<file path="config.mk">
export PLATFORM = sky130hd
export DESIGN_NAME = psm_port_mux
export DESIGN_NICKNAME = d
export VERILOG_FILES = /design/src/logic/psm_pkg.sv /design/src/logic/psm_port_mux.sv
export SDC_FILE = /design/constraint.sdc
export NUM_CORES = 1
export LEC_CHECK = 0
export BUFFER_PORTS_ARGS = -buffer_cell sky130_fd_sc_hd__buf_2
export CAP_MARGIN = 20
export CORE_AREA = 2 2 350 352
export DETAILED_ROUTE_END_ITERATION = 8
export DIE_AREA = 0 0 352 354
export MAX_ROUTING_LAYER = met4
export PLACE_DENSITY = 0.38
export SYNTH_ARGS = -nofsm -noshare
export SYNTH_HDL_FRONTEND = slang
export SYNTH_SLANG_ARGS = --single-unit
</file>
<file path="constraint.sdc">
create_clock -name clk -period 18.2 [get_ports clk]
set_input_delay 0 -clock clk [delete_from_list [all_inputs] [get_ports clk]]
set_output_delay 0 -clock clk [all_outputs]
set_load 0.02 [all_outputs]
</file>
<file path="src/logic/psm_pkg.sv">
// constants, register map and line masks for the port signal multiplexer
package psm_pkg;
   localparam int DATA_W = 32;
   localparam int ADDR_W = 8;
   // register byte offsets
   localparam logic [7:0] OFF_CTL_A = 8'h00;
   localparam logic [7:0] OFF_CTL_B = 8'h04;
   localparam logic [7:0] OFF_CTL_C = 8'h08;
   localparam logic [7:0] OFF_CTL_D = 8'h0c;
   localparam logic [7:0] OFF_DIR_A = 8'h10;
   localparam logic [7:0] OFF_DIR_B = 8'h14;
   localparam logic [7:0] OFF_DIR_C = 8'h18;
   localparam logic [7:0] OFF_DIR_D = 8'h1c;
   localparam logic [7:0] OFF_OUT_A = 8'h20;
   localparam logic [7:0] OFF_OUT_B = 8'h24;
   localparam logic [7:0] OFF_OUT_C = 8'h28;
   localparam logic [7:0] OFF_OUT_D = 8'h2c;
   localparam logic [7:0] OFF_IN_A = 8'h30;
   localparam logic [7:0] OFF_IN_B = 8'h34;
   localparam logic [7:0] OFF_IN_C = 8'h38;
   localparam logic [7:0] OFF_IN_D = 8'h3c;
   localparam logic [7:0] OFF_INTEN_A = 8'h40;
   localparam logic [7:0] OFF_CHIPCFG = 8'h44;
   localparam logic [7:0] OFF_STRAP = 8'h48;
   // chip config field positions
   localparam int CFG_PAS_BIT = 0;
   localparam int CFG_PDS_BIT = 1;
   // strap field positions
   localparam int STRAP_BOOT_LO = 0;
   localparam int STRAP_HBW_BIT = 4;
   // reset value of every control register
   localparam logic [31:0] RST_VAL = 32'h0000_0000;
   // implemented line masks
   localparam logic [31:0] IMPL_A = 32'h3fff_ffff;
   localparam logic [31:0] IMPL_B = 32'h0000_7fff;
   localparam logic [31:0] IMPL_C = 32'h0000_ffff;
   localparam logic [31:0] IMPL_D_OLD = 32'h0000_0074;
   localparam logic [31:0] IMPL_D_NEW = 32'h0000_01f4;
   // general purpose capable line masks
   localparam logic [31:0] GP_A = 32'h3ffb_ffff;
   localparam logic [31:0] GP_B_OLD = 32'h0000_0000;
   localparam logic [31:0] GP_B_NEW = 32'h0000_0800;
   localparam logic [31:0] GP_C_OLD = 32'h0000_c0ff;
   localparam logic [31:0] GP_C_NEW = 32'h0000_c8ff;
   localparam logic [31:0] GP_D_OLD = 32'h0000_0070;
   localparam logic [31:0] GP_D_NEW = 32'h0000_01f0;
   // maskable interrupt capable lines (port A)
   localparam logic [31:0] IRQ_A = 32'h3ffb_fdbf;
   // non maskable interrupt line position
   localparam int NMI_POS = 18;
   // alternate clock output line on port A
   localparam int CLKOUT_POS = 17;
   // AXI responses
   localparam logic [1:0] RESP_OKAY = 2'b00;
   localparam logic [1:0] RESP_SLVERR = 2'b10;
   typedef enum logic [1:0] {
      WR_IDLE = 2'b00,
      WR_RESP = 2'b01
   } psm_wr_t;
endpackage

</file>
<file path="src/logic/psm_port_mux.sv">
// port signal multiplexer for ports A to D with AXI4-Lite control registers
//
// The register offsets and the AXI4-Lite interface to the registers are this design's own decisions.
module psm_port_mux
   import psm_pkg::*;
#(
   parameter bit NEW_MASK = 1'b1
) (
   input wire logic clk,
   input wire logic resetn,
   input wire logic powerOnResetn,
   input wire logic [7:0] s_axi_awaddr,
   input wire logic s_axi_awvalid,
   output logic s_axi_awready,
   input wire logic [31:0] s_axi_wdata,
   input wire logic [3:0] s_axi_wstrb,
   input wire logic s_axi_wvalid,
   output logic s_axi_wready,
   output logic [1:0] s_axi_bresp,
   output logic s_axi_bvalid,
   input wire logic s_axi_bready,
   input wire logic [7:0] s_axi_araddr,
   input wire logic s_axi_arvalid,
   output logic s_axi_arready,
   output logic [31:0] s_axi_rdata,
   output logic [1:0] s_axi_rresp,
   output logic s_axi_rvalid,
   input wire logic s_axi_rready,
   input wire logic [31:0] padInA,
   input wire logic [31:0] padInB,
   input wire logic [31:0] padInC,
   input wire logic [31:0] padInD,
   output logic [31:0] padOutA,
   output logic [31:0] padOutB,
   output logic [31:0] padOutC,
   output logic [31:0] padOutD,
   output logic [31:0] padOenA,
   output logic [31:0] padOenB,
   output logic [31:0] padOenC,
   output logic [31:0] padOenD,
   input wire logic [31:0] hwOutA,
   input wire logic [31:0] hwOutB,
   input wire logic [31:0] hwOutC,
   input wire logic [31:0] hwOutD,
   input wire logic [31:0] hwOeA,
   input wire logic [31:0] hwOeB,
   input wire logic [31:0] hwOeC,
   input wire logic [31:0] hwOeD,
   output logic [31:0] hwInA,
   output logic [31:0] hwInB,
   output logic [31:0] hwInC,
   output logic [31:0] hwInD,
   input wire logic altClock,
   output logic [31:0] irqLines,
   output logic nmiLine,
   output logic [3:0] bootSelectStrap,
   output logic hostByteWidthStrap
);
   // per-mask masks
   localparam logic [31:0] IMPL_D = NEW_MASK ? IMPL_D_NEW : IMPL_D_OLD;
   localparam logic [31:0] GP_B = NEW_MASK ? GP_B_NEW : GP_B_OLD;
   localparam logic [31:0] GP_C = NEW_MASK ? GP_C_NEW : GP_C_OLD;
   localparam logic [31:0] GP_D = NEW_MASK ? GP_D_NEW : GP_D_OLD;

   logic rstSync1_ff, rstSync2_ff;
   logic porSync1_ff, porSync2_ff, porSeen_ff;
   logic [31:0] ctlA_ff, ctlB_ff, ctlC_ff, ctlD_ff;
   logic [31:0] dirA_ff, dirB_ff, dirC_ff, dirD_ff;
   logic [31:0] outA_ff, outB_ff, outC_ff, outD_ff;
   logic [31:0] intenA_ff;
   logic [1:0] chipCfg_ff;
   logic [4:0] strap_ff;
   logic [31:0] nxt_ctlA, nxt_ctlB, nxt_ctlC, nxt_ctlD;
   logic [31:0] nxt_dirA, nxt_dirB, nxt_dirC, nxt_dirD;
   logic [31:0] nxt_outA, nxt_outB, nxt_outC, nxt_outD;
   logic [31:0] nxt_intenA;
   logic [1:0] nxt_chipCfg;
   logic [4:0] nxt_strap;
   logic nxt_porSeen;
   psm_wr_t wrState_ff, nxt_wrState;
   logic awHeld_ff, wHeld_ff, nxt_awHeld, nxt_wHeld;
   logic [7:0] awAddr_ff, nxt_awAddr;
   logic [31:0] wData_ff, nxt_wData;
   logic [3:0] wStrb_ff, nxt_wStrb;
   logic bvalid_ff, nxt_bvalid;
   logic [1:0] bresp_ff, nxt_bresp;
   logic rvalid_ff, nxt_rvalid;
   logic [31:0] rdata_ff, nxt_rdata;
   logic [1:0] rresp_ff, nxt_rresp;
   logic [31:0] pOutA_ff, pOutB_ff, pOutC_ff, pOutD_ff;
   logic [31:0] pOenA_ff, pOenB_ff, pOenC_ff, pOenD_ff;
   logic [31:0] hInA_ff, hInB_ff, hInC_ff, hInD_ff;
   logic [31:0] irq_ff, inA_ff, inB_ff, inC_ff, inD_ff;
   logic nmi_ff;
   logic [31:0] nxt_pOutA, nxt_pOutB, nxt_pOutC, nxt_pOutD;
   logic [31:0] nxt_pOenA, nxt_pOenB, nxt_pOenC, nxt_pOenD;
   logic [31:0] nxt_hInA, nxt_hInB, nxt_hInC, nxt_hInD;
   logic [31:0] nxt_irq, nxt_inA, nxt_inB, nxt_inC, nxt_inD;
   logic nxt_nmi;
   logic rstn;

   // reset release synchronisers
   always_ff @(posedge clk or negedge resetn) begin
      if (!resetn) begin
         rstSync1_ff <= 1'b0;
         rstSync2_ff <= 1'b0;
      end else begin
         rstSync1_ff <= 1'b1;
         rstSync2_ff <= rstSync1_ff;
      end
   end
   assign rstn = rstSync2_ff;

   // power on reset pin synchroniser
   always_ff @(posedge clk or negedge rstn) begin
      if (!rstn) begin
         porSync1_ff <= 1'b0;
         porSync2_ff <= 1'b0;
      end else begin
         porSync1_ff <= powerOnResetn;
         porSync2_ff <= porSync1_ff;
      end
   end

   // write byte merge
   function automatic logic [31:0] merge(input logic [31:0] old, input logic [31:0] dat,
                                         input logic [3:0] strb, input logic [31:0] impl);
      logic [31:0] res;
      res = old;
      for (int i = 0; i < 4; i++) begin
         if (strb[i]) begin
            res[i*8 +: 8] = dat[i*8 +: 8];
         end
      end
      return res & impl;
   endfunction

   // register file and bus next state
   always_comb begin
      logic wrGo;
      logic [31:0] rd;
      logic hit;
      wrGo = 1'b0;
      rd = 32'h0000_0000;
      hit = 1'b1;
      nxt_ctlA = ctlA_ff;
      nxt_ctlB = ctlB_ff;
      nxt_ctlC = ctlC_ff;
      nxt_ctlD = ctlD_ff;
      nxt_dirA = dirA_ff;
      nxt_dirB = dirB_ff;
      nxt_dirC = dirC_ff;
      nxt_dirD = dirD_ff;
      nxt_outA = outA_ff;
      nxt_outB = outB_ff;
      nxt_outC = outC_ff;
      nxt_outD = outD_ff;
      nxt_intenA = intenA_ff;
      nxt_chipCfg = chipCfg_ff;
      nxt_wrState = wrState_ff;
      nxt_awHeld = awHeld_ff;
      nxt_wHeld = wHeld_ff;
      nxt_awAddr = awAddr_ff;
      nxt_wData = wData_ff;
      nxt_wStrb = wStrb_ff;
      nxt_bvalid = bvalid_ff;
      nxt_bresp = bresp_ff;
      nxt_rvalid = rvalid_ff;
      nxt_rdata = rdata_ff;
      nxt_rresp = rresp_ff;
      // address and data taken in either order
      if (!awHeld_ff && s_axi_awvalid && wrState_ff == WR_IDLE) begin
         nxt_awHeld = 1'b1;
         nxt_awAddr = s_axi_awaddr;
      end
      if (!wHeld_ff && s_axi_wvalid && wrState_ff == WR_IDLE) begin
         nxt_wHeld = 1'b1;
         nxt_wData = s_axi_wdata;
         nxt_wStrb = s_axi_wstrb;
      end
      unique case (wrState_ff)
         WR_IDLE: begin
            if (awHeld_ff && wHeld_ff) begin
               wrGo = 1'b1;
               nxt_awHeld = 1'b0;
               nxt_wHeld = 1'b0;
               nxt_bvalid = 1'b1;
               nxt_wrState = WR_RESP;
            end
         end
         WR_RESP: begin
            if (s_axi_bready) begin
               nxt_bvalid = 1'b0;
               nxt_wrState = WR_IDLE;
            end
         end
      endcase
      if (wrGo) begin
         nxt_bresp = RESP_OKAY;
         unique case ({awAddr_ff[7:2], 2'b00})
            OFF_CTL_A: nxt_ctlA = merge(ctlA_ff, wData_ff, wStrb_ff, IMPL_A);
            OFF_CTL_B: nxt_ctlB = merge(ctlB_ff, wData_ff, wStrb_ff, IMPL_B);
            OFF_CTL_C: nxt_ctlC = merge(ctlC_ff, wData_ff, wStrb_ff, IMPL_C);
            OFF_CTL_D: nxt_ctlD = merge(ctlD_ff, wData_ff, wStrb_ff, IMPL_D);
            OFF_DIR_A: nxt_dirA = merge(dirA_ff, wData_ff, wStrb_ff, IMPL_A);
            OFF_DIR_B: nxt_dirB = merge(dirB_ff, wData_ff, wStrb_ff, IMPL_B);
            OFF_DIR_C: nxt_dirC = merge(dirC_ff, wData_ff, wStrb_ff, IMPL_C);
            OFF_DIR_D: nxt_dirD = merge(dirD_ff, wData_ff, wStrb_ff, IMPL_D);
            OFF_OUT_A: nxt_outA = merge(outA_ff, wData_ff, wStrb_ff, GP_A);
            OFF_OUT_B: nxt_outB = merge(outB_ff, wData_ff, wStrb_ff, GP_B);
            OFF_OUT_C: nxt_outC = merge(outC_ff, wData_ff, wStrb_ff, GP_C);
            OFF_OUT_D: nxt_outD = merge(outD_ff, wData_ff, wStrb_ff, GP_D);
            OFF_INTEN_A: nxt_intenA = merge(intenA_ff, wData_ff, wStrb_ff, IRQ_A);
            OFF_CHIPCFG: begin
               if (wStrb_ff[0]) begin
                  nxt_chipCfg = wData_ff[1:0];
               end
            end
            OFF_IN_A, OFF_IN_B, OFF_IN_C, OFF_IN_D, OFF_STRAP: nxt_bresp = RESP_OKAY;
            default: nxt_bresp = RESP_SLVERR;
         endcase
      end
      // read channel
      unique case ({s_axi_araddr[7:2], 2'b00})
         OFF_CTL_A: rd = ctlA_ff;
         OFF_CTL_B: rd = ctlB_ff;
         OFF_CTL_C: rd = ctlC_ff;
         OFF_CTL_D: rd = ctlD_ff;
         OFF_DIR_A: rd = dirA_ff;
         OFF_DIR_B: rd = dirB_ff;
         OFF_DIR_C: rd = dirC_ff;
         OFF_DIR_D: rd = dirD_ff;
         OFF_OUT_A: rd = outA_ff;
         OFF_OUT_B: rd = outB_ff;
         OFF_OUT_C: rd = outC_ff;
         OFF_OUT_D: rd = outD_ff;
         OFF_IN_A: rd = inA_ff;
         OFF_IN_B: rd = inB_ff;
         OFF_IN_C: rd = inC_ff;
         OFF_IN_D: rd = inD_ff;
         OFF_INTEN_A: rd = intenA_ff;
         OFF_CHIPCFG: rd = {30'h0000_0000, chipCfg_ff};
         OFF_STRAP: rd = {27'h000_0000, strap_ff};
         default: hit = 1'b0;
      endcase
      if (!rvalid_ff && s_axi_arvalid) begin
         nxt_rvalid = 1'b1;
         nxt_rdata = rd;
         nxt_rresp = hit ? RESP_OKAY : RESP_SLVERR;
      end else if (rvalid_ff && s_axi_rready) begin
         nxt_rvalid = 1'b0;
      end
   end

   // register file and bus flops
   always_ff @(posedge clk or negedge rstn) begin
      if (!rstn) begin
         ctlA_ff <= RST_VAL;
         ctlB_ff <= RST_VAL;
         ctlC_ff <= RST_VAL;
         ctlD_ff <= RST_VAL;
         dirA_ff <= RST_VAL;
         dirB_ff <= RST_VAL;
         dirC_ff <= RST_VAL;
         dirD_ff <= RST_VAL;
         outA_ff <= RST_VAL;
         outB_ff <= RST_VAL;
         outC_ff <= RST_VAL;
         outD_ff <= RST_VAL;
         intenA_ff <= RST_VAL;
         chipCfg_ff <= 2'b00;
         wrState_ff <= WR_IDLE;
         awHeld_ff <= 1'b0;
         wHeld_ff <= 1'b0;
         awAddr_ff <= 8'h00;
         wData_ff <= 32'h0000_0000;
         wStrb_ff <= 4'h0;
         bvalid_ff <= 1'b0;
         bresp_ff <= RESP_OKAY;
         rvalid_ff <= 1'b0;
         rdata_ff <= 32'h0000_0000;
         rresp_ff <= RESP_OKAY;
      end else begin
         ctlA_ff <= nxt_ctlA;
         ctlB_ff <= nxt_ctlB;
         ctlC_ff <= nxt_ctlC;
         ctlD_ff <= nxt_ctlD;
         dirA_ff <= nxt_dirA;
         dirB_ff <= nxt_dirB;
         dirC_ff <= nxt_dirC;
         dirD_ff <= nxt_dirD;
         outA_ff <= nxt_outA;
         outB_ff <= nxt_outB;
         outC_ff <= nxt_outC;
         outD_ff <= nxt_outD;
         intenA_ff <= nxt_intenA;
         chipCfg_ff <= nxt_chipCfg;
         wrState_ff <= nxt_wrState;
         awHeld_ff <= nxt_awHeld;
         wHeld_ff <= nxt_wHeld;
         awAddr_ff <= nxt_awAddr;
         wData_ff <= nxt_wData;
         wStrb_ff <= nxt_wStrb;
         bvalid_ff <= nxt_bvalid;
         bresp_ff <= nxt_bresp;
         rvalid_ff <= nxt_rvalid;
         rdata_ff <= nxt_rdata;
         rresp_ff <= nxt_rresp;
      end
   end

   // strap capture on the rising edge of the synchronised power on reset
   always_comb begin
      nxt_porSeen = porSeen_ff;
      nxt_strap = strap_ff;
      if (porSync2_ff && !porSeen_ff) begin
         nxt_porSeen = 1'b1;
         nxt_strap = {padInD[2], padInD[8] & NEW_MASK, padInD[7] & NEW_MASK,
                      padInC[15], padInC[14]};
      end else if (!porSync2_ff) begin
         nxt_porSeen = 1'b0;
      end
   end

   always_ff @(posedge clk or negedge rstn) begin
      if (!rstn) begin
         porSeen_ff <= 1'b0;
         strap_ff <= 5'h00;
      end else begin
         porSeen_ff <= nxt_porSeen;
         strap_ff <= nxt_strap;
      end
   end

   // pin multiplexing, all four ports every cycle
   always_comb begin
      logic [31:0] swOutA, swOutB, swOutC, swOutD;
      logic [31:0] altA, altD;
      logic [31:0] hwA;
      altA = (ctlA_ff & IMPL_A) & {32{chipCfg_ff[CFG_PAS_BIT]}};
      altA = altA & (32'h0000_0001 << CLKOUT_POS);
      altD = (ctlD_ff & IMPL_D) & {32{chipCfg_ff[CFG_PDS_BIT]}} & 32'h0000_0000;
      // hardware lines not taken by alternate function or the nmi line keep primary
      hwA = ctlA_ff & IMPL_A & ~altA & ~(32'h0000_0001 << NMI_POS);
      swOutA = ~ctlA_ff & dirA_ff & GP_A;
      swOutB = ~ctlB_ff & dirB_ff & GP_B;
      swOutC = ~ctlC_ff & dirC_ff & GP_C;
      swOutD = ~ctlD_ff & dirD_ff & GP_D;
      nxt_pOutA = (swOutA & outA_ff) | (hwA & hwOutA) | (altA & {32{altClock}});
      nxt_pOenA = ~(swOutA | (hwA & hwOeA) | altA);
      nxt_pOutB = (swOutB & outB_ff) | (ctlB_ff & IMPL_B & hwOutB);
      nxt_pOenB = ~(swOutB | (ctlB_ff & IMPL_B & hwOeB));
      nxt_pOutC = (swOutC & outC_ff) | (ctlC_ff & IMPL_C & hwOutC);
      nxt_pOenC = ~(swOutC | (ctlC_ff & IMPL_C & hwOeC));
      nxt_pOutD = (swOutD & outD_ff) | (ctlD_ff & IMPL_D & ~altD & hwOutD);
      nxt_pOenD = ~(swOutD | (ctlD_ff & IMPL_D & ~altD & hwOeD));
      nxt_hInA = padInA & hwA;
      nxt_hInB = padInB & ctlB_ff & IMPL_B;
      nxt_hInC = padInC & ctlC_ff & IMPL_C;
      nxt_hInD = padInD & ctlD_ff & IMPL_D & ~altD;
      // interrupt only in software input mode with enable set
      nxt_irq = padInA & intenA_ff & ~ctlA_ff & ~dirA_ff & IRQ_A;
      // general purpose inputs, reserved positions read zero
      nxt_inA = padInA & GP_A & ~ctlA_ff & ~dirA_ff & ~intenA_ff;
      nxt_inB = padInB & GP_B & ~ctlB_ff & ~dirB_ff;
      nxt_inC = padInC & GP_C & ~ctlC_ff & ~dirC_ff;
      nxt_inD = padInD & GP_D & ~ctlD_ff & ~dirD_ff;
      nxt_nmi = padInA[NMI_POS];
   end

   always_ff @(posedge clk or negedge rstn) begin
      if (!rstn) begin
         pOutA_ff <= 32'h0000_0000;
         pOutB_ff <= 32'h0000_0000;
         pOutC_ff <= 32'h0000_0000;
         pOutD_ff <= 32'h0000_0000;
         pOenA_ff <= 32'hffff_ffff;
         pOenB_ff <= 32'hffff_ffff;
         pOenC_ff <= 32'hffff_ffff;
         pOenD_ff <= 32'hffff_ffff;
         hInA_ff <= 32'h0000_0000;
         hInB_ff <= 32'h0000_0000;
         hInC_ff <= 32'h0000_0000;
         hInD_ff <= 32'h0000_0000;
         irq_ff <= 32'h0000_0000;
         inA_ff <= 32'h0000_0000;
         inB_ff <= 32'h0000_0000;
         inC_ff <= 32'h0000_0000;
         inD_ff <= 32'h0000_0000;
         nmi_ff <= 1'b0;
      end else begin
         pOutA_ff <= nxt_pOutA;
         pOutB_ff <= nxt_pOutB;
         pOutC_ff <= nxt_pOutC;
         pOutD_ff <= nxt_pOutD;
         pOenA_ff <= nxt_pOenA;
         pOenB_ff <= nxt_pOenB;
         pOenC_ff <= nxt_pOenC;
         pOenD_ff <= nxt_pOenD;
         hInA_ff <= nxt_hInA;
         hInB_ff <= nxt_hInB;
         hInC_ff <= nxt_hInC;
         hInD_ff <= nxt_hInD;
         irq_ff <= nxt_irq;
         inA_ff <= nxt_inA;
         inB_ff <= nxt_inB;
         inC_ff <= nxt_inC;
         inD_ff <= nxt_inD;
         nmi_ff <= nxt_nmi;
      end
   end

   // outputs straight from flops, write ready lines decoded from the held and state flops, read ready from the read valid flop
   assign s_axi_awready = !awHeld_ff && wrState_ff == WR_IDLE;
   assign s_axi_wready = !wHeld_ff && wrState_ff == WR_IDLE;
   assign s_axi_bvalid = bvalid_ff;
   assign s_axi_bresp = bresp_ff;
   assign s_axi_arready = !rvalid_ff;
   assign s_axi_rvalid = rvalid_ff;
   assign s_axi_rdata = rdata_ff;
   assign s_axi_rresp = rresp_ff;
   assign padOutA = pOutA_ff;
   assign padOutB = pOutB_ff;
   assign padOutC = pOutC_ff;
   assign padOutD = pOutD_ff;
   assign padOenA = pOenA_ff;
   assign padOenB = pOenB_ff;
   assign padOenC = pOenC_ff;
   assign padOenD = pOenD_ff;
   assign hwInA = hInA_ff;
   assign hwInB = hInB_ff;
   assign hwInC = hInC_ff;
   assign hwInD = hInD_ff;
   assign irqLines = irq_ff;
   assign nmiLine = nmi_ff;
   assign bootSelectStrap = strap_ff[3:0];
   assign hostByteWidthStrap = strap_ff[STRAP_HBW_BIT];
endmodule // psm_port_mux

</file>
; ---- Word level (Yosys, flattened, before mapping)
; Cells that the tools add are included.
[word_totals]
in_bits = 445
output_inout_bits = 463
regBits = 784
wordCells = 245
[classes]
n_mux = 22
bitwise = 59
reduce_logical = 55
eq_ne = 40
[op_table]
columns = cell, count
row1 = $pmux W32 S19, 1
row2 = $and A32 B32 Y32, 8
row3 = $and A30 B30 Y30, 5
row4 = $not A32 Y32, 4
row5 = $reduce_and A3 Y1, 34
row6 = $and A16 B32 Y32, 3
row7 = $and A9 B32 Y32, 3
row8 = $eq A6 B4 Y1 const B, 16
row9 = $not A30 Y32, 3
row10 = $and A15 B32 Y32, 2
row11 = $and A30 B32 Y32, 2
row12 = $not A15 Y32, 2
row13 = $not A16 Y32, 2
row14 = $not A9 Y32, 2
row15 = $or A12 B32 Y32, 2
row16 = $or A16 B32 Y32, 2
row17 = $or A30 B32 Y32, 2
row18 = $or A9 B32 Y32, 2
row19 = $and A16 B16 Y16, 3
row20 = $eq A6 B3 Y1 const B, 8
row21 = $reduce_or A19 Y1, 2
row22 = $eq A6 B5 Y1 const B, 6
row23 = $and A12 B32 Y32, 1
row24 = $and A18 B32 Y32, 1
row25 = 22 further kinds, 60

; ---- Longest topological paths before layout
; Gate-level depths: netlist of run 1.
[depth]
depth_word = 7
mapped_depth = 7
depth_no_buf = 5

; ---- Worst setup path before layout of run 1
; Ideal clock, no wire load.
[synth_path]
path_kind = register to register
startpoint = register, netlist name s_axi_bvalid
endpoint = register wData_ff[10]
setup_ns = 0.125
n_path_buf = 2
path_stages_with_launch = 6
path_slack_ns = 16.111
required_ns = 18.075
t_arrival_ns = 1.964
synth_period_minus_slack_ns = 2.089
path_cell_list = dfrtp_1 -> nor2_1 -> and2_1 -> clkbuf_1 -> buf_1 -> mux2_2
[synth_lines]
columns = element, line_no
row1 = to (signal assigned), psm_port_mux.sv:302  ; wData_ff <= nxt_wData;
row2 = to (decl), psm_port_mux.sv:83  ; logic [31:0] wData_ff, nxt_wData;

==> summary.md, run 1 <==
| Metric | Value |
|---|---|
| Synth Flop Type | dfrtp_1 |
| Mapped Avg Cell Area | 13.0 um2 |
| Via count of the first global-routing pass | 19,046 |
| Crit Path Category | register to async pin |
| Global-route wire length before repair | 139,000 um |
| RePlAce Congestion | 0.778 |
| CP Data Required Time | 18.87 ns |
| Hold WC Path Type | primary input to register |
| CTS tree | yes |
| Drt drc | 0 |
| Worst slew pin tran | 1.09 ns |
| CP arrival | 4.83 ns |
| Global Route Usage Sum | 15.9% |
| Clk root buf | clkbuf_16 |
| Worst slack at placement | 13.77 ns |
| Netlist Area Pre-Place | 0.0236 mm2 |
| Starting Density | 19.5% |
| Leak | 0.0156 uW |
| Clk pin slew, worst setup/hold paths | 0.06 ns |
| Core Region | 0.121 mm2 |
| Clk buf depth | 3 |
| I/O pins | 908 |
| Post-cts gate resize count | 0 |
| Worst setup margin | 14.04 ns |
| Die area | 0.125 mm2 |
| Overflow after GRT | 0 |
| Sink Count | 567 |
| RSZ-0062 raised after global routing | no |
| # rows | 128 |
| Status | completed |
| Post-route ant nets | 0 |
| DP Wirelength | 69,500 um |
| Worst-Skew Late Latency | 0.64 ns |
| Max transition margin | 27.5% |
| Fin Setup TNS | 0 ns |
| Flop-to-flop setup slack | 14.04 ns |
| Worst-path fanout max | 68 |
| Clock share of power | 32.9% |
| Switch Pwr | 1540 uW |
| Comb power frac | 21.1% |
| Initial antenna violation count | 24 |
| P&R area growth vs syn | 39.2% |
| Final worst-path cycle share | 22.8% |
| Share of cells above drive strength 1 | 37.5% |
| Die Ht | 354 um |
| Final Max Tran Viols | 0 |
| Asr flop ratio synth | 100% |
| Period minus WS final | 4.16 ns |
| Wire per inst | 22.5 um |
| Synth warn | 0 |
| Utilization of the core after routing | 27.2% |
| Post-synth cell types | 63 |
| Startpoint Class | register |
| Avg Vias per Cell | 4.06 |
| CP endpoint kind | async pin |
| Maxcap violations | 0 |
| Num CTS Buffers | 74 |
| Nets | 3,092 |
| PortBufs | 521 |
| P per Cell Area | 140 mW/mm2 |
| Switching Fraction | 33.5% |
| Internal power | 3050 uW |
| Post-synth EDFFs | 0 |
| Setup-failing EPs final | 0 |
| Peak supply drop | 63.9 uV |
| Vias post-DR | 17,658 |
| Hold Violations, Final | 0 |
| Finished Layout Cells | 4,351 |
| Clock Skew | 0.0192 ns |
| Routed WL | 97,800 um |
| Drt pass-1 iters | 7 |
| Cell count after placement | 3,916 |
| H-tree depth | 3 |
| Mapped Cells | 1,821 |
| Horiz. Die Dim | 352 um |
| Register area share after synthesis | 60.4% |
| Sequential share of power | 46.0% |
| Number of synthesized register bits | 567 |
| Fmax | 241 MHz |
| WHS | 0.0400 ns |
| Initial DRC count | 868 |
| Largest net degree at the start of global routing | 159 |
==> layer usage <==
metal	track usage (%)	wire length (um)
met5	-	0
met3	3.86	5930
met4	4.23	2340
met2	25.2	46400
met1	20.2	43100
==> worst paths after layout <==
path	startpoint	end	depth (start not counted)
max in group clk	s_axi_araddr[7]	s_axi_rdata[4]$_DFFE_PN0P_	10
min in group asynchronous	resetn	rstSync2_ff$_DFF_PN0_	3
min reg2reg	porSync1_ff$_DFF_PN0_	porSync2_ff$_DFF_PN0_	0
max reg2reg	rstSync2_ff$_DFF_PN0_	wData_ff[4]$_DFFE_PN0P_	4
max	rstSync2_ff$_DFF_PN0_	wData_ff[4]$_DFFE_PN0P_	4
min	hwOeA[15]	padOenA[15]$_DFF_PN1_	3
==> cell usage after synthesis, types with 5 or more instances <==
library cell | instances | share of area, %
a221oi_1 | 9 | 0.33
and2_1 | 88 | 2.3
a22oi_1 | 56 | 1.8
buf_2 | 14 | 0.30
nor4b_1 | 28 | 1.0
a22o_1 | 23 | 0.85
a21oi_1 | 24 | 0.51
buf_1 | 7 | 0.11
mux2i_1 | 62 | 2.6
nor3b_1 | 21 | 0.67
nor4bb_1 | 27 | 1.1
nor3_1 | 8 | 0.17
o21ai_0 | 50 | 1.1
nand2_1 | 166 | 2.6
dfstp_2 | 66 | 7.3
nor2_2 | 5 | 0.13
buf_4 | 195 | 6.2
clkbuf_1 | 59 | 0.94
a31oi_1 | 9 | 0.24
nor2_1 | 28 | 0.45
a2bb2oi_1 | 5 | 0.19
dfrtp_1 | 501 | 53
inv_1 | 5 | 0.079
nand2b_1 | 5 | 0.13
and3_1 | 5 | 0.13
a222oi_1 | 9 | 0.38
mux2_2 | 260 | 12
nand3_1 | 22 | 0.47
==> worst max-delay path: stages, from the launching register on <==
cell,delay [ns]
dfrtp_4,0.86
buf_4,0.74
buf_4,0.78
buf_4,0.83
buf_4,0.76
==> area by class of cell <==
class                   instances  area, um2
diodes                         20       50.0
clock buffers                 114       2260
clock inverters                21        262
fillers                     12686      88000
inverters                       5       18.8
multi-input cells            1167       8320
flip-flops and latches        567      14300
well taps                    1625       2030
repair buffers                832       5670
==> stage by stage <==
| step | total power [uW] | instance area [um2] |
|---|---|---|
| 3_5_place_dp | 3060 | 27500 |
| 6_report | 4590 | 32900 |
| 5_1_grt | 4850 | 32900 |
| 4_1_cts | 4670 | 32800 |
| 2_1_floorplan | 2630 | 24300 |
| 3_3_place_gp | 3040 | 27500 |
==> power groups by stage <==
stage	Clock, uW	Combinational, uW	Sequential (uW)
floorplan	0	575	2060
global placement	0	910	2130
detailed placement	0	923	2140
CTS	1560	985	2120
global route	1610	1050	2180
finish	1510	969	2110
==> cell families after synthesis <==
kind of cell    synth area share, %
compound gates                 6.26
buf+inv                        7.64
flops                          60.4
mux                            15.2
other cells                  0.0318
simple gates                   10.5
==> timing repair <==
action / in CTS / in global routing
buffers inserted: 0 / 0
hold buffers: 280 / 0
endpoints found under the hold margin: 331 / 0
==> registers in the layout, summed over array words and instances, names as in the netlist, 15 cells and up <==
name / count
ctlA_ff: 30
ctlB_ff: 15
ctlC_ff: 16
dirA_ff: 30
dirB_ff: 15
dirC_ff: 16
hwInA: 29
hwInB: 15
hwInC: 16
inA_ff: 29
intenA_ff: 27
irqLines: 27
outA_ff: 29
padOenA: 29
padOenB: 15
padOenC: 16
padOutA: 29
padOutB: 15
padOutC: 16
s_axi_rdata: 30
wData_ff: 30
==> layout by cell type, fill, tap and decap left out, types with 7 or more instances in the layout <==
cell type      netlist  layout
nor4b_1             28      28
a222oi_1             9       9
nand3_1             22      22
and2_1              88      87
clkbuf_1            59      19
o21ai_0             50      50
a21oi_1             24      24
dfrtp_1            501     500
nor3_1               8       7
buf_4              195      28
conb_1               2     196
clkinv_2             0       9
a22o_1              23      23
a31oi_1              9       9
a221oi_1             9       9
clkbuf_8             0      17
nor4bb_1            27      27
nor3b_1             21      21
a22oi_1             56      56
mux2i_1             62      62
clkbuf_16            0      78
diode_2              0      20
dfstp_2             66      66
nand2_1            166     165
nor2_1              28      26
mux2_2             260     260
buf_2               14     521
dlygate4sd3_1        0     280
Note: power is estimated with default switching activity, not from simulation.
==> inputs of run 2 (changes only) <==
==> constraint.sdc (replaced) <==
create_clock -name clk -period 4.25 [get_ports clk]
set_input_delay 0 -clock clk [delete_from_list [all_inputs] [get_ports clk]]
set_output_delay 0 -clock clk [all_outputs]
set_load 0.02 [all_outputs]
==> summary.md, run 2 (synthesized netlist as in run 1, its figures left out) <==
| Metric | Value |
|---|---|
| CP max-delay cell | nor2_2 |
| Clk buf depth | 3 (unchanged) |
| DP Wirelength | 71,300 um (+2.5%) |
| Global-route wire length before repair | 139,000 um (-0.31%) |
| Cts hold-fix bufs | 289 (+3.2%) |
| Most used routing layer | met2 |
| Worst-path fanout max | 12 (-82%) |
| CP Data Required Time | 4.84 ns (-14.03 ns) |
| Worst R2R Path Depth | 4 (unchanged) |
| Sink Count | 567 (unchanged) |
| Core Region | 0.121 mm2 (unchanged) |
| WHS | 0.0428 ns (+0.00279 ns) |
| Max transition margin | 32.4% (+4.9 points) |
| Startpoint Class | primary input |
| Crit Path Category | primary input to register |
| Hold-critical path depth | 3 (unchanged) |
| GR Layer Usage met3 | 4.12% (+0.26 points) |
| Nets | 3,113 (+0.68%) |
| Worst slew pin tran | 1.01 ns (-0.0733 ns) |
| Buffer count from post-CTS setup fixing | 0 (unchanged) |
| Starting Density | 19.5% (unchanged) |
| Setup-failing EPs final | 0 (unchanged) |
| Leak | 0.0157 uW (+0.70%) |
| Drt pass-1 iters | 5 (-2) |
| Avg Vias per Cell | 4.04 (-0.38%) |
| Wire per inst | 22.5 um (+0.21%) |
| Die Ht | 354 um (unchanged) |
| Leading cell types in the layout, fill and taps excluded | 522 x buf_2, 500 x dfrtp_1, 289 x dlygate4sd3_1, 260 x mux2_2, 196 x conb_1 |
| Hold WC Path Type | primary input to register |
| Final Max Tran Viols | 0 (unchanged) |
| Final worst-path cycle share | 70.6% |
| CP endpoint kind | register |
| Overflow after GRT | 0 (unchanged) |
| Max incr delay on CP | 0.85 ns (about the same) |
| Peak supply drop | 290 uV (+350%) |
| # rows | 128 (unchanged) |
| Initial antenna violation count | 27 (+13%) |
| Vias post-DR | 17,664 (+0.034%) |
| Fin Setup TNS | 0 ns (unchanged) |
| Crit path top cell by count | dlygate4sd3_1 |
| Die area | 0.125 mm2 (unchanged) |
| Num CTS Buffers | 76 (+2.7%) |
| P&R area growth vs syn | 40.1% |
| RSZ-0062 raised after global routing | no |
| Worst slack at placement | 1.37 ns (-12.40 ns) |
| CP arrival | 3.59 ns (-1.24 ns) |
| Status | completed |
| Horiz. Die Dim | 352 um (unchanged) |
| RePlAce Congestion | 0.780 (+0.33%) |
| Largest net degree at the start of global routing | 111 (-30%) |
| Post-route ant nets | 0 (unchanged) |
| Met1 Track Usage GR | 20.1% (-0.11 points) |
| Maxcap violations | 0 (unchanged) |
| Period minus WS final | 3.00 ns |
| Initial DRC count | 1,020 (+18%) |
| CTS tree | yes |
| H-tree depth | 3 (unchanged) |
| Drt drc | 0 (unchanged) |
| Clk pin slew, worst setup/hold paths | 0.06 ns (about the same) |
| I/O pins | 908 (unchanged) |
| Global Route Usage Sum | 15.9% (+0.042 points) |
| Worst-Skew Late Latency | 0.65 ns (about the same) |
| Clk root buf | clkbuf_16 |
| Hold Violations, Final | 0 (unchanged) |
| Via count of the first global-routing pass | 18,877 (-0.89%) |
| GR Layer Usage met2 | 24.9% (-0.34 points) |
| Clock Skew | 0.0201 ns (+0.000965 ns) |
| PortBufs | 521 (unchanged) |
| Worst path cell trace | dlygate4sd3_1 -> buf_2 -> or4_4 -> nor2_2 -> a22oi_1 -> o2111a_1 -> a31oi_1 -> dlygate4sd3_1 |
| Worst setup margin | 1.25 ns (-12.79 ns) |
| Post-cts gate resize count | 0 (unchanged) |
| Most common cell after layout, fill and taps aside | buf_2 |
| Routed WL | 98,400 um (+0.62%) |
| Share of cells above drive strength 1 | 37.7% (+0.20 points) |
| P per Cell Area | 596 mW/mm2 (+330%) |
| Fmax | 333 MHz |
[run 2: critical path, delay by kind of cell]
family | cells | cell delay (ns)
AO/OA/AOI/OAI | 3 | 0.61
AND/OR/NAND/NOR | 2 | 1.60
buffers and inverters | 3 | 1.36
[run 2: final timing paths]
check,from,to,slack [ns]
max reg2reg,awAddr_ff[2]$_DFFE_PN0P_,dirA_ff[3]$_DFFE_PN0P_,1.44
min in group asynchronous,resetn,rstSync2_ff$_DFF_PN0_,0.22
max in group asynchronous,rstSync2_ff$_DFF_PN0_,dirA_ff[20]$_DFFE_PN0P_,2.56
min,hwOeA[4],padOenA[4]$_DFF_PN1_,0.04
max,s_axi_araddr[7],s_axi_rdata[2]$_DFFE_PN0P_,1.25
min reg2reg,rstSync1_ff$_DFF_PN0_,rstSync2_ff$_DFF_PN0_,0.35
[run 2: metal layers]
metal / vias up / part of all wire (%) / routed length [um]
li1: 7785 / - / -
met1: 9040 / 44 / 43100
met2: 690 / 47 / 45900
met3: 149 / 6.6 / 6520
met4: 0 / 2.9 / 2870
met5: - / 0 / 0
[run 2: final cells by class]
type,count,area [um2]
multi-input combinational,1167,8310
sequential,567,14300
inverter,5,18.8
timing repair buffer,851,5880
clock inverter,24,253
antenna,15,37.5
fill,12637,87800
tap,1625,2030
clock buffer,115,2270
[run 2: power by group]
| part | total [uW] | internal, uW | switching (uW) | leakage (uW) |
|---|---|---|---|---|
| Clock | 6480 | 3880 | 2600 | 0.00124 |
| Sequential | 9050 | 7150 | 1910 | 0.00742 |
| Combinational | 4190 | 1980 | 2220 | 0.00701 |
[run 2: per-stage QoR]
stage	instances	instance area, um2	power, uW	utilization, %
floorplan	2015	24300	11300	-
global placement	3924	27600	13000	22.8
detailed placement	3926	27600	13100	22.9
CTS	4354	33000	20000	27.3
global route	4369	33100	20800	27.4
finish	4369	33100	19700	27.4
==> inputs of run 3 (changes only) <==
==> constraint.sdc (replaced) <==
create_clock -name clk -period 2.8 [get_ports clk]
set_input_delay 0 -clock clk [delete_from_list [all_inputs] [get_ports clk]]
set_output_delay 0 -clock clk [all_outputs]
set_load 0.02 [all_outputs]
==> summary.md, run 3 (synthesized netlist as in run 1, its figures left out) <==
| Metric | Value |
|---|---|
| CTS tree | yes |
| Peak supply drop | 394 uV (+36%) |
| Nets | 3,133 (+0.64%) |
| Vias post-DR | 17,631 (-0.19%) |
| WHS | 0.0523 ns (+0.00943 ns) |
| CP endpoint kind | register |
| Maxcap violations | 0 (unchanged) |
| Hold Violations, Final | 0 (unchanged) |
| Startpoint Class | primary input |
| Flop-to-flop setup slack | 0.36 ns (-1.08 ns) |
| Die area | 0.125 mm2 (unchanged) |
| DP Wirelength | 71,400 um (+0.23%) |
| Share of cells above drive strength 1 | 38.6% (+0.90 points) |
| Crit Path Category | primary input to register |
| # rows | 128 (unchanged) |
| Status | completed |
| FF-to-FF End | ctlD_ff[5]$_DFFE_PN0P_ |
| Global Route Usage Sum | 15.9% (-0.041 points) |
| Worst slack at placement | 0.245 ns (-1.12 ns) |
| Leading cell types in the layout, fill and taps excluded | 521 x buf_2, 500 x dfrtp_1, 283 x dlygate4sd3_1, 260 x mux2_2, 196 x conb_1 |
| Clk pin slew, worst setup/hold paths | 0.06 ns (about the same) |
| Routed WL | 97,700 um (-0.71%) |
| Largest net degree at the start of global routing | 98 (-12%) |
| Die Ht | 354 um (unchanged) |
| Worst setup margin | 0.342 ns (-0.908 ns) |
| Leak | 0.0158 uW (+0.76%) |
| Avg Vias per Cell | 4.01 (-0.71%) |
| Starting Density | 19.5% (unchanged) |
| RePlAce Congestion | 0.786 (+0.79%) |
| H-tree depth | 3 (unchanged) |
| Worst slew pin tran | 1.09 ns (+0.0732 ns) |
| Post-route ant nets | 0 (unchanged) |
| Via count of the first global-routing pass | 18,907 (+0.16%) |
| Setup-failing EPs final | 0 (unchanged) |
| Clock Skew | 0.0281 ns (+0.00802 ns) |
| Worst-path fanout max | 14 (+2) |
| P per Cell Area | 902 mW/mm2 (+51%) |
| PortBufs | 521 (unchanged) |
| Hold-critical path depth | 3 (unchanged) |
| Worst-Skew Late Latency | 0.63 ns (-0.02 ns) |
| Fmax | 407 MHz |
| Max transition margin | 27.4% (-5.1 points) |
| Fillers | 12,673 (+0.28%) |
| Hold WC Path Type | primary input to register |
| Num CTS Buffers | 74 (-2.6%) |
| Fin Setup TNS | 0 ns (unchanged) |
| Initial DRC count | 956 (-6.3%) |
| Period minus WS final | 2.46 ns |
| Final worst-path cycle share | 87.8% |
| Final Max Tran Viols | 0 (unchanged) |
| P&R area growth vs syn | 41.0% |
| Drt pass-1 iters | 5 (unchanged) |
| Finished Layout Cells | 4,392 (+0.53%) |
| Buffer count from post-CTS setup fixing | 0 (unchanged) |
| CP arrival | 3.03 ns (-0.56 ns) |
| Clk buf depth | 3 (unchanged) |
| Wire per inst | 22.2 um (-1.2%) |
| Initial antenna violation count | 25 (-7.4%) |
| Cell count after placement | 3,954 (+0.71%) |
| RSZ-0062 raised after global routing | no |
| I/O pins | 908 (unchanged) |
| CP Data Required Time | 3.37 ns (-1.47 ns) |
| Core Region | 0.121 mm2 (unchanged) |
| Worst R2R Path Depth | 5 (+1) |
| Overflow after GRT | 0 (unchanged) |
| Worst Hold Endpoint | padOenA[8]$_DFF_PN1_ |
| Sink Count | 567 (unchanged) |
| HP Start | hwOeA[8] |
| Global-route wire length before repair | 139,000 um (about the same) |
| Clk root buf | clkbuf_16 |
| Post-cts gate resize count | 0 (unchanged) |
| Horiz. Die Dim | 352 um (unchanged) |
| R2R Path Start | s_axi_bvalid$_DFFE_PN0P_ |
| Most common cell after layout, fill and taps aside | buf_2 |
| Drt drc | 0 (unchanged) |
-- run 3: changes by cell type in the layout (fill, tap and decap cells not counted), moves of 3 or more --
cell / change
buf_12: +5
clkbuf_1: -7
bufinv_16: +3
diode_2: +4
buf_4: +25
clkbuf_8: -6
clkinv_2: +9
dlygate4sd3_1: -6
-- run 3: cell type report --
cell class,count,area [um2],share of cell area [%]
well taps,1625,2030,6.11
clock inverters,34,353,1.06
flip-flops and latches,567,14300,42.9
repair buffers,873,6100,18.3
inverters,5,18.8,0.0564
diodes,19,47.5,0.143
clock buffers,102,2160,6.49
multi-input cells,1167,8310,25.0
-- run 3: stage by stage --
| stage | cell area [um2] | util, % | power (uW) |
|---|---|---|---|
| after global placement | 27900 | 23.1 | 19900 |
| after global routing | 33300 | 27.5 | 31700 |
| after floorplan | 24300 | - | 17100 |
| final | 33300 | 27.5 | 30000 |
| after CTS | 33200 | 27.5 | 30500 |
| after detailed placement | 27900 | 23.1 | 20000 |
-- run 3: worst max-delay path, cell delays in order --
cell and delay (ns):
dlygate4sd3_1 0.59, buf_2 0.20, or4_4 0.67, nor2_4 0.69, buf_4 0.42, a22oi_1 0.15
nand4_1 0.15, a22o_1 0.13
-- run 3: power breakdown --
group | leakage, uW | internal [uW] | switching, uW | total [uW]
Sequential | 0.00742 | 10800 | 2920 | 13800
Combinational | 0.00712 | 3040 | 3360 | 6400
Clock | 0.00125 | 5970 | 3890 | 9850
-- run 3: routing by layer --
metal	routed length (um)	track usage, %
met2	45900	25.1
met4	2380	4.88
met3	6630	4.17
met5	0	-
met1	42800	19.8
-- run 3: how the worst max path moves through the flow --
stage,startpoint,end,cells past startpoint
after floorplan,rstSync2_ff$_DFF_PN0_,awAddr_ff[2]$_DFFE_PN0P_,0
after global placement,s_axi_araddr[7],s_axi_rdata[12]$_DFFE_PN0P_,7
after detailed placement,s_axi_araddr[7],s_axi_rdata[12]$_DFFE_PN0P_,7
after CTS,s_axi_araddr[7],s_axi_rdata[12]$_DFFE_PN0P_,8
after global routing,s_axi_bvalid$_DFFE_PN0P_,ctlC_ff[11]$_DFFE_PN0P_,5
final,s_axi_araddr[7],s_axi_rdata[12]$_DFFE_PN0P_,8
-- run 3: timing repair --
action / CTS / global route
endpoints found under the hold margin: 325 / 0
setup endpoints to repair: 0 / 0
hold buffers: 283 / 0
